$ cat src/fmpc_pkg.sv
/*
 * Package for the field memory path control block: register offsets,
 * field positions, reset values and the packed control words.
 * Assumes one system clock; nothing else.
 */
package fmpc_pkg;
    localparam int ADDR_W = 9;
    localparam logic [8:0] ADDR_PATH_CONTROL = 9'h027;
    localparam logic [8:0] ADDR_FIELD_MEMORY_WRITE_CONTROL = 9'h028;

    // Field positions of the path control word
    localparam int POS_NEW_FIELD = 2;
    localparam int POS_COMBINED_WE = 3;
    localparam int POS_FIRST_ODD = 4;
    localparam int POS_TREE_SWAP = 5;
    localparam int POS_VEC_OFFS = 6;
    // Field positions of the field memory write control word
    localparam int POS_LEFT_PARITY = 0;
    localparam int POS_ORIG_UPDATE = 1;
    localparam int POS_INTP_UPDATE = 2;
    localparam int POS_PRED_FILL = 3;
    localparam int POS_DNR_OFFS = 4;

    localparam logic [7:0] PATH_CONTROL_RESET = 8'h00;
    localparam logic [7:0] WRITE_CONTROL_RESET = 8'h00;
    localparam logic NEW_FIELD_RESET = 1'b0;

    // Two-bit offset codes in frame lines
    localparam logic [1:0] OFFS_ZERO = 2'h0;
    localparam logic [1:0] OFFS_PLUS = 2'h1;
    localparam logic [1:0] OFFS_MINUS = 2'h3;

    typedef struct packed {
        logic [1:0] vertical_vector_offset;
        logic line_tree_swap;
        logic first_memory_odd_parity;
        logic combined_memory_write_enable;
        logic [2:0] unused;
    } path_ctl_t;

    typedef struct packed {
        logic [1:0] unused;
        logic [1:0] noise_reduction_vertical_offset;
        logic prediction_fill;
        logic interpolated_memory_luma_update;
        logic original_memory_luma_update;
        logic left_tree_parity;
    } write_ctl_t;

    typedef struct packed {
        logic [7:0] luma;
        logic [7:0] chroma;
    } pixel_t;
endpackage

$ cat src/field_memory_path_control.sv
/*
 * Field memory path control: field-rate control registers written from the
 * serial control bus decoder, driving field memory write paths, line tree
 * routing, vertical offsets and prediction memory writes.
 * Assumes the bus decoder and the video pipeline share REF_CLK; the field
 * start marker and the progressive strap come from pins and are synchronised.
 */
// What this block does
// - Combined enable writes second and third memories
// - Swap routes current field to right tree
// - Vector offset decodes to zero, plus, minus
// - Noise offset applies before swap action
// - Left parity gives left tree interlace phase
// - Original luma update else recirculate second memory
// - Prediction memory written only when fill updates
`timescale 1ns/100ps
module field_memory_path_control (
    input wire logic REF_CLK, // System clock, 200 MHz
    input wire logic ARST_N, // Asynchronous reset, active low
    input wire logic REG_WR, // Register write strobe from bus decoder
    input wire logic [8:0] REG_ADDR, // Register address
    input wire logic [7:0] REG_WDATA, // Register write data
    input wire logic FIELD_START, // Output field start marker, pin
    input wire logic PROGRESSIVE, // Progressive output mode, pin level
    input wire logic PIX_VALID, // Pixel strobe of the memory pipeline
    input wire fmpc_pkg::pixel_t DEINT_PIX, // De-interlacer output pixel
    input wire logic [7:0] FM2_RD_LUMA, // Luma just read from second memory
    input wire logic [7:0] FM3_RD_LUMA, // Luma just read from third memory
    input wire logic [7:0] FM1_LINE, // Current field line data
    input wire logic [7:0] FRAME_LINE, // Stored frame line data
    input wire logic EST_VALID, // New motion estimate ready
    input wire logic [7:0] EST_DATA, // Motion estimate
    output logic NEW_FIELD_FLAG, // New field at first memory output
    output logic FM2_WE, // Second memory write enable
    output fmpc_pkg::pixel_t FM2_WR_PIX, // Second memory write pixel
    output logic FM3_WE, // Third memory write enable
    output fmpc_pkg::pixel_t FM3_WR_PIX, // Third memory write pixel
    output logic [7:0] LEFT_TREE_DATA, // Left line tree write data
    output logic [7:0] RIGHT_TREE_DATA, // Right line tree write data
    output logic [1:0] VEC_OFFSET, // Signed right-to-left offset, lines
    output logic [1:0] DNR_OFFSET, // Signed pre-swap noise offset, lines
    output logic LEFT_PARITY, // Interlace phase of left tree field
    output logic FIRST_ODD, // Parity of first memory output field
    output logic TPM_WE, // Prediction memory write enable
    output logic [7:0] TPM_WR_DATA // Prediction memory write data
);
    // Code 2 is unused: it is read as no offset rather than a wild shift
    function automatic logic [1:0] offs_decode(input logic [1:0] code);
        return (code == fmpc_pkg::OFFS_PLUS || code == fmpc_pkg::OFFS_MINUS) ?
            code : fmpc_pkg::OFFS_ZERO;
    endfunction

    logic fs_s1_q, fs_s2_q, fs_s3_q, pr_s1_q, pr_s2_q;
    fmpc_pkg::path_ctl_t path_sh_q, path_q;
    fmpc_pkg::write_ctl_t wctl_sh_q, wctl_q;
    logic field_edge;
    wire wr_path = REG_WR && REG_ADDR == fmpc_pkg::ADDR_PATH_CONTROL;
    wire wr_wctl = REG_WR && REG_ADDR == fmpc_pkg::ADDR_FIELD_MEMORY_WRITE_CONTROL;

    always_ff @(posedge REF_CLK or negedge ARST_N) begin
        if (!ARST_N) begin
            fs_s1_q <= 1'b0;
            fs_s2_q <= 1'b0;
            fs_s3_q <= 1'b0;
            pr_s1_q <= 1'b0;
            pr_s2_q <= 1'b0;
        end else begin
            fs_s1_q <= FIELD_START;
            fs_s2_q <= fs_s1_q;
            fs_s3_q <= fs_s2_q;
            pr_s1_q <= PROGRESSIVE;
            pr_s2_q <= pr_s1_q;
        end
    end
    assign field_edge = fs_s2_q && !fs_s3_q;

    // Field-rate registers: writes land in a shadow and take effect at the
    // next field start, so one field never sees a half-updated setting.
    always_ff @(posedge REF_CLK or negedge ARST_N) begin
        if (!ARST_N) begin
            path_sh_q <= fmpc_pkg::PATH_CONTROL_RESET;
            wctl_sh_q <= fmpc_pkg::WRITE_CONTROL_RESET;
            path_q <= fmpc_pkg::PATH_CONTROL_RESET;
            wctl_q <= fmpc_pkg::WRITE_CONTROL_RESET;
        end else begin
            if (wr_path)
                path_sh_q <= {REG_WDATA[7:3], 3'h0};
            if (wr_wctl)
                wctl_sh_q <= {2'h0, REG_WDATA[5:0]};
            if (field_edge) begin
                path_q <= wr_path ? {REG_WDATA[7:3], 3'h0} : path_sh_q;
                wctl_q <= wr_wctl ? {2'h0, REG_WDATA[5:0]} : wctl_sh_q;
            end
        end
    end

    wire comb_we = PIX_VALID && path_q.combined_memory_write_enable;
    wire fmpc_pkg::pixel_t fm2_d = '{
        luma: wctl_q.original_memory_luma_update ? DEINT_PIX.luma : FM2_RD_LUMA,
        chroma: DEINT_PIX.chroma};
    wire fmpc_pkg::pixel_t fm3_d = '{
        luma: wctl_q.interpolated_memory_luma_update ? DEINT_PIX.luma : FM3_RD_LUMA,
        chroma: DEINT_PIX.chroma};
    wire swap = path_q.line_tree_swap;
    wire [7:0] left_d = swap ? FRAME_LINE : FM1_LINE;
    wire [7:0] right_d = swap ? FM1_LINE : FRAME_LINE;
    wire tpm_we_d = EST_VALID && wctl_q.prediction_fill;

    always_ff @(posedge REF_CLK or negedge ARST_N) begin
        if (!ARST_N) begin
            NEW_FIELD_FLAG <= fmpc_pkg::NEW_FIELD_RESET;
            FM2_WE <= 1'b0;
            FM3_WE <= 1'b0;
            FM2_WR_PIX <= '0;
            FM3_WR_PIX <= '0;
            LEFT_TREE_DATA <= 8'h00;
            RIGHT_TREE_DATA <= 8'h00;
            VEC_OFFSET <= fmpc_pkg::OFFS_ZERO;
            DNR_OFFSET <= fmpc_pkg::OFFS_ZERO;
            LEFT_PARITY <= 1'b0;
            FIRST_ODD <= 1'b0;
            TPM_WE <= 1'b0;
            TPM_WR_DATA <= 8'h00;
        end else begin
            if (field_edge)
                NEW_FIELD_FLAG <= pr_s2_q ? 1'b1 : !NEW_FIELD_FLAG;
            FM2_WE <= comb_we;
            FM3_WE <= comb_we;
            FM2_WR_PIX <= fm2_d;
            FM3_WR_PIX <= fm3_d;
            LEFT_TREE_DATA <= left_d;
            RIGHT_TREE_DATA <= right_d;
            VEC_OFFSET <= offs_decode(path_q.vertical_vector_offset);
            // Taken against the unswapped trees; the swap only reroutes data
            DNR_OFFSET <= offs_decode(wctl_q.noise_reduction_vertical_offset);
            LEFT_PARITY <= wctl_q.left_tree_parity;
            FIRST_ODD <= path_q.first_memory_odd_parity;
            TPM_WE <= tpm_we_d;
            TPM_WR_DATA <= EST_DATA;
        end
    end
endmodule

$ cat config.mk
export PLATFORM = sky130hd
export DESIGN_NAME = field_memory_path_control
export DESIGN_NICKNAME = d
export VERILOG_FILES = /design/src/fmpc_pkg.sv /design/src/field_memory_path_control.sv
export SDC_FILE = /design/constraint.sdc
export NUM_CORES = 1
export LEC_CHECK = 0
export BUFFER_PORTS_ARGS = -buffer_cell sky130_fd_sc_hd__buf_2
export CORE_MARGIN = 3
export CORE_UTILIZATION = 49
export CTS_CLUSTER_DIAMETER = 30
export DETAILED_ROUTE_END_ITERATION = 16
export GPL_TIMING_DRIVEN = 0
export PLACE_DENSITY = 0.84
export SETUP_SLACK_MARGIN = 0.2
export SKIP_CTS_REPAIR_TIMING = 1
export SLEW_MARGIN = 20
export SYNTH_ARGS = -nofsm -noshare
export SYNTH_HDL_FRONTEND = slang
export SYNTH_SLANG_ARGS = --single-unit
$ cat constraint.sdc
create_clock -name REF_CLK -period 2.6 [get_ports REF_CLK]
set_input_delay 0.52 -clock REF_CLK [delete_from_list [all_inputs] [get_ports REF_CLK]]
set_output_delay 0.52 -clock REF_CLK [all_outputs]
set_load 0.01 [all_outputs]
* Word-level counts from Yosys, hierarchy flattened
Index checks and enable logic that the tools add are counted.
** Word-level totals
- Register bits :: 84
- Output and inout bits :: 66
- Bits of input ports :: 80
** Cells by class
- Equality and inequality tests :: 6
- Reductions and logical operators :: 9
- Multiplexer cells :: 9
** Operators with widths (count)
- 8-bit two-way mux :: 5
- 9-bit by 6-bit equality test with 1-bit output, second input constant :: 2
- 6-bit two-way mux :: 1
- 1-bit logical AND :: 5
- 2-bit by 1-bit equality test with 1-bit output, second input constant :: 2
- 2-bit equality test, second input constant :: 2
- 2-bit two-way mux :: 2
- 1-bit zero test :: 2
- 1-bit logical OR :: 2
- 1-bit two-way mux :: 1

* Logic depth before layout (Yosys ltp)
Gate-level depths: netlist (run 1).
- Depth after elaboration :: 3
- Gate-level depth with buffers :: 5

* Worst setup path after synthesis (run 1)
OpenSTA, ideal clock, no wires.
- Path type :: input-to-reg
- Start :: in REG_ADDR[7]
- End :: reg path_q[3] (netlist bit)
- Buffers on the path :: 1
- Stages :: 4
- Setup slack :: 0.923 ns
- Setup time :: 0.136 ns
- Data arrival time :: 1.542 ns
- Path through :: or4b_4 -> buf_6 -> o31ai_2 -> a31oi_1
** Between the ends
- Word-level cells in the longest chain between the ends :: 3
** Ends and longest elaborated chain
- from (decl) :: RTL line field_memory_path_control.sv:21 : input wire logic [8:0] REG_ADDR,
- 9-bit by 6-bit equality test with 1-bit output :: RTL line field_memory_path_control.sv:57 : wire wr_path = REG_WR && REG_ADDR == fmpc_pkg::ADDR_PATH_CONTROL;
- 1-bit logical AND :: RTL line field_memory_path_control.sv:57
- 8-bit two-way mux :: RTL line field_memory_path_control.sv:91 : path_q <= wr_path ? {REG_WDATA[7:3], 3'h0} : path_sh_q;
- to (signal assigned) :: RTL line field_memory_path_control.sv:83 : path_q <= fmpc_pkg::PATH_CONTROL_RESET;
- to (signal assigned) :: RTL line field_memory_path_control.sv:91
- to (decl) :: RTL line field_memory_path_control.sv:54 : fmpc_pkg::path_ctl_t path_sh_q, path_q;
Every way passes these cells.
A chain may end at the register's enable or synchronous reset.

* Worst setup path in the final report (run 1)
- Start :: in REG_ADDR[7]
- End :: reg wctl_q[4] (netlist bit)
** Between the ends
- Word-level cells in the longest chain between the ends :: 3
** Ends and longest elaborated chain
- 9-bit by 6-bit equality test with 1-bit output :: RTL line field_memory_path_control.sv:58 : wire wr_wctl = REG_WR && REG_ADDR == fmpc_pkg::ADDR_FIELD_MEMORY_WRITE_CONTROL;
- 1-bit logical AND :: RTL line field_memory_path_control.sv:58
- 6-bit two-way mux
- to (signal assigned) :: RTL line field_memory_path_control.sv:84 : wctl_q <= fmpc_pkg::WRITE_CONTROL_RESET;
- to (signal assigned) :: RTL line field_memory_path_control.sv:92 : wctl_q <= wr_wctl ? {2'h0, REG_WDATA[5:0]} : wctl_sh_q;
- to (decl) :: RTL line field_memory_path_control.sv:55 : fmpc_pkg::write_ctl_t wctl_sh_q, wctl_q;
Every way passes these cells.

==> results of run 1 <==
per-layer routing:
metal | routed length [um] | track usage [%] | up-vias | part of all wire (%)
li1 | - | - | 1044 | -
met1 | 2590 | 22.4 | 1038 | 39
met2 | 3430 | 32.8 | 94 | 51
met3 | 519 | 3.59 | 11 | 7.8
met4 | 127 | 8.92 | 0 | 1.9
met5 | 0 | 0 | - | 0
cell families after synthesis:
logic type,after synthesis,share of synthesized area (%)
compound gates,23,7.14
mux,32,11.7
buf+inv,23,4.26
flops,84,68.1
simple gates,48,8.80
path summary, 6_finish.rpt:
path / start / endpoint / cells past startpoint
setup / recovery: REG_ADDR[7] / wctl_q[4] / 5
hold / removal: ARST_N / TPM_WR_DATA[2] / 1
setup reg to reg: swap / LEFT_TREE_DATA[5] / 3
hold reg to reg: fs_s1_q / fs_s2_q / 0
max in group asynchronous: ARST_N / FIRST_ODD / 2
min in group REF_CLK: EST_DATA[6] / TPM_WR_DATA[6] / 1
cells in the final DEF, fill, tap and decap left out, types with 3 or more instances in the layout:
cell,n
buf_2,147
dfrtp_1,84
mux2_2,32
clkbuf_1,12
nor2_1,12
nand4_1,11
nand2_1,11
a31oi_1,11
o31ai_2,10
buf_4,10
clkbuf_8,9
and2_1,4
nor2b_1,3
bufinv_16,3
report_power, final:
part	switching [W]	total [W]	internal [W]
Combinational	0.000206	0.000408	0.000202
Clock	0.000433	0.00107	0.000640
Sequential	0.0000329	0.00145	0.00141
synthesized netlist by cell type (all sizes together):
cell,number,area [um^2]
a31oi,11,68.8
nand4,11,68.8
clkbuf,9,33.8
nor4b,2,23.8
nand2b,1,6.26
dfrtp,84,2100
buf,14,97.6
nand2,11,41.3
and2,4,25.0
o31ai,11,146
and4b,1,10.0
nand4b,1,8.76
nor2b,3,18.8
or4b,2,23.8
a21oi,1,5.00
nor2,12,45.0
mux2,32,360
sequential cells by signal (all words and copies together), names as in the netlist, 2 cells and up:
name	count
TPM_WR_DATA	8
wctl_sh_q	6
path_q	4
path_sh_q	5
FM2_WR_PIX	8
FM3_WR_PIX	16
DNR_OFFSET	2
LEFT_TREE_DATA	8
RIGHT_TREE_DATA	8
VEC_OFFSET	2
wctl_q	6
stage by stage:
step	setup slack (ns)	hold slack [ns]	power, W	std cells	util, %
floorplan	0.923	0.224	0.00167	210	-
global placement	0.420	0.333	0.00187	430	64.8
detailed placement	0.707	0.337	0.00189	431	65.2
CTS	1.07	0.144	0.00295	447	69.0
global route	1.00	0.166	0.00306	447	69.0
finish	1.07	0.140	0.00293	447	69.0
cell type report:
class | count | area [um^2] | share of cell area (%)
sequential | 84 | 2100 | 50.5
multi-input combinational | 103 | 852 | 20.5
timing repair buffer | 146 | 748 | 18.0
clock buffer | 12 | 135 | 3.25
buffer | 23 | 131 | 3.16
clock inverter | 4 | 97.6 | 2.35
tap | 75 | 93.8 | 2.26
worst reg2reg max path, cell delays in order (launching register included):
cell and delay [ns]:
dfrtp_1 0.33, clkbuf_1 0.33, buf_2 0.33, mux2_2 0.37
==> impl_metrics.ini, run 1 <==
[place]
dp_hpwl_um = 5100
io_buffers = 145
placed_area_um2 = 3930
place_congestion = 0.736

[clocking]
clkTransAtPathRegs_ns = 0.08
htree_levels = 3
root_buffer = clkbuf_8
cts_buffers = 9
insertion_delay_ns = 0.34
clk_path_buf_depth = 2
cts_sinks = 84
cts_tree = built

[timing]
fin_skew_ns = 0.00700
fin_crit_ns = 1.53
fin_tns_setup_ns = 0
hold_viol = 0
finalSetupViolations = 0
drv_slew = 0
rsz0062_at_grt = no
clock.fmax_mhz = 652
worstMarginPinSlew_ns = 0.756
slew_headroom_pct = 49.6
period_share_pct = 59.0

[worst_hold_path]
hp-class = in -> async

[setup_path]
crit_fanout = 10
cp_num_buf_inv = 2
worstSetupPathType = in -> reg
critPathArrivalTime_ns = 1.74
cpPeakStageDelay_ns = 0.55
reg2reg_slack_ns = 1.12
path_delay_family = simple AND/OR/NAND/NOR gates
cp-start-kind = input pin
worst_ep_required_time_ns = 2.80
crit_slowest_cell = or4b_4
path_cells = buf_2, or4b_4, buf_6, o31ai_2, a31oi_1
end_kind = flop

[finish]
fill_cells = 425
fin_nets = 447
diodes = 0
drive_gt1_share_pct = 58.3
design_area_um2 = 4160
syn_to_final_growth_pct = 34.8

[synth]
syn_nets = 290
postSynthAreaPerCell_um2 = 14.7
netlist_area_um2 = 3090
synth_seq_cells = 84
yosys_warnings = 0
synth.distinct_cells = 23
netlist_instances = 210
ys_seq_area_share_pct = 68.1

[floorplanning]
die_h_um = 85.4
rows = 28
die_w_um = 85.4
initial_utilization_pct = 51.2
core_um2 = 6030
boundaryPins = 146
die_area_um2 = 7280

[grt]
grt_use_total_pct = 18.8
grt_pass1_wl_um = 10600
grt_pass1_vias = 2258
overflow = 0
antenna_found_initial = 0
grt_max_degree = 47

[detailed_routing]
wire_per_inst_um = 14.9
route.vias.total = 2187
routed_wl_um = 6660
drtIter0Drc = 52
drc = 0
ant_nets = 0
vias_per_cell = 4.89
first_pass_iters = 4

[power]
ir_drop_uv = 581
power.density_nw_per_um2 = 704
leakage_nw = 2.08

[job]
drv_cap = 0

[outcome]
status = finished, final reports clean
No activity file was read; power rests on OpenSTA's default activity.
==> inputs of run 2 (changes only) <==
--- a/config.mk
+++ b/config.mk
@@ -5,13 +5,14 @@
 export SDC_FILE = /design/constraint.sdc
 export NUM_CORES = 1
 export LEC_CHECK = 0
+export ABC_AREA = 1
 export BUFFER_PORTS_ARGS = -buffer_cell sky130_fd_sc_hd__buf_2
 export CORE_MARGIN = 3
-export CORE_UTILIZATION = 49
+export CORE_UTILIZATION = 46
 export CTS_CLUSTER_DIAMETER = 30
 export DETAILED_ROUTE_END_ITERATION = 16
 export GPL_TIMING_DRIVEN = 0
-export PLACE_DENSITY = 0.84
+export PLACE_DENSITY = 0.79
 export SETUP_SLACK_MARGIN = 0.2
 export SKIP_CTS_REPAIR_TIMING = 1
 export SLEW_MARGIN = 20
==> constraint.sdc (replaced) <==
create_clock -name REF_CLK -period 1.5 [get_ports REF_CLK]
set_input_delay 0.3 -clock REF_CLK [delete_from_list [all_inputs] [get_ports REF_CLK]]
set_output_delay 0.3 -clock REF_CLK [all_outputs]
set_load 0.01 [all_outputs]
==> impl_metrics.ini, run 2 <==
[timing]
worstMarginPinSlew_ns = 0.448
slew_headroom_pct = 70.1
rsz0062_at_grt = yes
fin_crit_ns = 1.28
clock.fmax_mhz = 783
hold_ws_ns = 0.0583
fin_skew_ns = 0.0106
hold_viol = 0
finalSetupViolations = 0
drv_slew = 0
period_share_pct = 85.1
setup_ws_ns = 0.223

[synth]
synth_area_leaders = dfrtp_1 (66%), mux2_2 (5.7%), nand2_1 (5.4%), inv_1 (4.6%), and2_1 (2.2%)
synth_top_area_share_pct = 66.2
postSynthAreaPerCell_um2 = 11.4
synth_common_cells = dfrtp_1 (84), nand2_1 (46), inv_1 (39)
synth.most_common_cell = dfrtp_1
synth_edf_count = 0
synth.distinct_cells = 21
yosys_warnings = 0
netlist_area_um2 = 3170
async_flop_share_pct = 100
syn_nets = 359
synth_seq_cells = 84
synth-main-ff-cell = dfrtp_1
ys_seq_area_share_pct = 66.2
netlist_instances = 279
synth_area_leader_cell = dfrtp_1

[place]
dp_hpwl_um = 5050
placed_area_um2 = 4030
place_congestion = 0.699
io_buffers = 145
dp_slack_ns = 0.243

[finish]
final_common_cell = buf_2
drive_gt1_share_pct = 47.2
design_area_um2 = 4330
fin_nets = 517
utilization_pct = 66.3
largest_register_ffs = 16
syn_to_final_growth_pct = 36.4
diodes = 0
top_register = FM3_WR_PIX
most-common-layout-cells = buf_2 (139), dfrtp_1 (84), nand2_1 (46)

[setup_path]
critPathArrivalTime_ns = 0.98
crit_fanout = 2
worstSetupPathType = reg -> out
end_kind = output port
ff2ff_path_depth = 5
worst_ep_required_time_ns = 1.20
cp-start-kind = flop

[grt]
grt_use_total_pct = 17.4
antenna_found_initial = 0
grt_max_degree = 54
grt_pass1_wl_um = 10500
grt_pass1_vias = 2338
overflow = 0

[clocking]
clkTransAtPathRegs_ns = 0.08
cts_tree = built
cts_buffers = 9
root_buffer = clkbuf_8
clk_path_buf_depth = 2
cts_sinks = 84
htree_levels = 3
insertion_delay_ns = 0.35

[floorplanning]
core_um2 = 6530
initial_utilization_pct = 48.6
die_w_um = 89.1
die_h_um = 89.1
rows = 29
boundaryPins = 146
die_area_um2 = 7930

[detailed_routing]
drtIter0Drc = 64
drc = 0
vias_per_cell = 4.66
routed_wl_um = 6840
ant_nets = 0
first_pass_iters = 4
wire_per_inst_um = 13.2
route.vias.total = 2413

[outcome]
status = finished, final reports clean

[power]
swShare_pct = 24.9
comb_power_share_pct = 15.3
p_seq_share_pct = 50.5
power_w = 0.00499
ir_drop_uv = 683
p_switching_w = 0.00124
intPower_w = 0.00375
power.density_nw_per_um2 = 1150
clockPowerShare_pct = 34.3
leakage_nw = 2.32

[worst_hold_path]
hp-class = in -> reg
min_path_cells = 1

[job]
drv_cap = 0
-- run 2: layout make-up --
| type | instances | area [um^2] |
|---|---|---|
| fill | 524 | 2200 |
| sequential | 84 | 2100 |
| timing repair buffer | 147 | 822 |
| multi-input combinational | 134 | 796 |
| inverter | 41 | 154 |
| buffer | 20 | 149 |
| clock buffer | 9 | 124 |
| tap | 77 | 96.3 |
| clock inverter | 6 | 87.6 |
-- run 2: path summary, 6_finish.rpt --
| path | start | to | slack, ns |
|---|---|---|---|
| max | FM3_WR_PIX[2] | FM3_WR_PIX[2] | 0.22 |
| min | EST_DATA[0] | TPM_WR_DATA[0] | 0.06 |
| max reg2reg | fs_s3_q | path_q[3] | 0.37 |
| min reg2reg | pr_s1_q | pr_s2_q | 0.35 |
| max in group asynchronous | ARST_N | wctl_sh_q[0] | 0.48 |
| min in group asynchronous | ARST_N | FM3_WR_PIX[12] | 0.43 |
-- run 2: cells by family (layout without fill, tap and decap cells) --
family / count (synthesis) / in the layout / synth area share, %
mux: 16 / 16 / 5.68
simple gates: 100 / 100 / 16.5
compound gates: 18 / 18 / 2.84
buf+inv: 61 / 223 / 8.79
flops: 84 / 84 / 66.2
-- run 2: metal layers --
metal  GRT usage, %  wire length (um)  vias to the layer above
met4           8.80               144                        0
met3           3.23               485                       14
li1               -                 -                     1170
met1           19.4              2610                     1131
met2           31.5              3610                       98
met5              0                 0                        -
-- run 2: power by group through the flow --
stage                     clock, W  combinational, W  sequential, W
after floorplan                  0          0.000275        0.00265
after global placement           0          0.000719        0.00256
after detailed placement         0          0.000746        0.00256
after CTS                  0.00175          0.000750        0.00252
after global routing       0.00184          0.000854        0.00254
final                      0.00171          0.000761        0.00252
-- run 2: metrics by stage --
stage / std cells / setup TNS [ns]
global placement: 501 / -37.42
global route: 518 / 0
CTS: 517 / 0
floorplan: 279 / 0
detailed placement: 502 / 0
finish: 518 / 0
-- run 2: critical path: stages (launching register included) --
cell,delay (ns)
dfrtp_1,0.40
buf_6,0.12
buf_6,0.11
==> inputs of run 3 (changes only) <==
--- a/config.mk
+++ b/config.mk
@@ -13,6 +13,7 @@
 export DETAILED_ROUTE_END_ITERATION = 16
 export GPL_TIMING_DRIVEN = 0
 export PLACE_DENSITY = 0.79
+export REMOVE_ABC_BUFFERS = 1
 export SETUP_SLACK_MARGIN = 0.2
 export SKIP_CTS_REPAIR_TIMING = 1
 export SLEW_MARGIN = 20
==> impl_metrics.ini, run 3 (synthesis results as in run 2) <==
[setup_path]
cpPeakStageDelay_ns = 0.34
crit_fanout = 5
timing.critical_path.mode_cell = nand2_1
worstSetupPathType = reg -> reg
critPathArrivalTime_ns = 1.43
r2r_start = fs_s2_q
crit_slowest_cell = dfrtp_1
path_cells = inv_1, nor2_4, clkinvlp_2, nand2_1, nand2_1
cp-start-kind = flop
end_kind = flop
worst_ep_required_time_ns = 1.73
startpoint = fs_s2_q

[finish]
design_area_um2 = 4140
fin_nets = 500
syn_to_final_growth_pct = 30.5
most-common-layout-cells = buf_2 (144), dfrtp_1 (83), nand2_1 (46)
final_cells = 502
final_common_cell = buf_2
utilization_pct = 63.4
fill_cells = 532
diodes = 0
largest_register_ffs = 16
top_register = FM3_WR_PIX
drive_gt1_share_pct = 46.6

[clocking]
root_buffer = clkbuf_8
insertion_delay_ns = 0.34
cts_tree = built
clk_path_buf_depth = 2
cts_buffers = 9
htree_levels = 3
clkTransAtPathRegs_ns = 0.09
cts_sinks = 84

[detailed_routing]
drc = 0
wire_per_inst_um = 13.0
drtIter0Drc = 65
ant_nets = 0
route.vias.total = 2344
vias_per_cell = 4.67
first_pass_iters = 6
routed_wl_um = 6510

[timing]
slew_headroom_pct = 68.0
fin_crit_ns = 1.20
drv_slew = 0
setup_ws_ns = 0.297
finalSetupViolations = 0
hold_ws_ns = 0.0613
period_share_pct = 80.2
clock.fmax_mhz = 831
worstMarginPinSlew_ns = 0.480
rsz0062_at_grt = no
fin_skew_ns = 0.0112
hold_viol = 0

[floorplanning]
rows = 29
initial_utilization_pct = 48.6
die_w_um = 89.1
die_h_um = 89.1
die_area_um2 = 7930
core_um2 = 6530
boundaryPins = 146

[grt]
use_met1_pct = 19.2
busiest_layer = met2
grt_pass1_wl_um = 10100
gr-usage-met2_pct = 29.1
overflow = 0
grt_max_degree = 51
gr-usage-met3_pct = 5.07
grt_use_total_pct = 16.6
grt_pass1_vias = 2297
antenna_found_initial = 0

[place]
place_congestion = 0.765
placed_area_um2 = 3900
place_inst = 482
io_buffers = 145
dp_hpwl_um = 4830
dp_slack_ns = -0.304

[job]
drv_cap = 0

[power]
power.density_nw_per_um2 = 1160
ir_drop_uv = 507
leakage_nw = 2.21

[worst_hold_path]
hp-class = in -> reg
hp-start = EST_DATA[5]

[outcome]
status = finished, final reports clean
run 3: changes by cell type in the layout (fill, tap and decap cells not counted), sizes merged:
| cell | delta |
|---|---|
| buf | -12 |
| inv | -1 |
| bufinv | -1 |
| clkbuf | -6 |
| clkinvlp | +4 |
run 3: final timing paths:
| path | end | slack [ns] | cells after the start |
|---|---|---|---|
| min | TPM_WR_DATA[5] | 0.06 | 1 |
| max in group asynchronous | swap | 0.43 | 3 |
| max | wctl_q[5] | 0.30 | 5 |
| min reg2reg | fs_s2_q | 0.35 | 0 |
| max reg2reg | wctl_q[5] | 0.30 | 5 |
| min in group asynchronous | TPM_WR_DATA[0] | 0.46 | 2 |
run 3: power by group:
group	internal, W	total [W]	switching [W]
registers	0.00246	0.00256	0.000103
logic	0.000310	0.000658	0.000347
clock network	0.000778	0.00159	0.000808
total	0.00355	0.00480	0.00126
run 3: layout make-up:
cell class / count / area, um^2 / area share (%)
flip-flops and latches: 84 / 2100 / 50.8
multi-input cells: 134 / 801 / 19.3
repair buffers: 149 / 781 / 18.8
inverters: 41 / 158 / 3.80
clock buffers: 9 / 124 / 2.99
well taps: 77 / 96.3 / 2.32
clock inverters: 7 / 76.3 / 1.84
repair inverters: 1 / 5.00 / 0.121
run 3: per-stage QoR:
step / total power, W / TNS (ns)
after global placement: 0.00323 / -42.52
final: 0.00480 / 0
after CTS: 0.00486 / -3.18
after global routing: 0.00507 / 0
after detailed placement: 0.00327 / -3.05
after floorplan: 0.00288 / 0
run 3: per-layer routing:
layer / vias up / wire (um)
li1: 1144 / -
met1: 1085 / 2520
met2: 105 / 3260
met3: 10 / 631
met4: 0 / 91
met5: - / 0
run 3: worst max-delay path: cells and delay by family, from the launching register on:
kind | cells | cell delay [ns]
buf+inv | 2 | 0.37
simple gates | 3 | 0.39
flops | 1 | 0.34
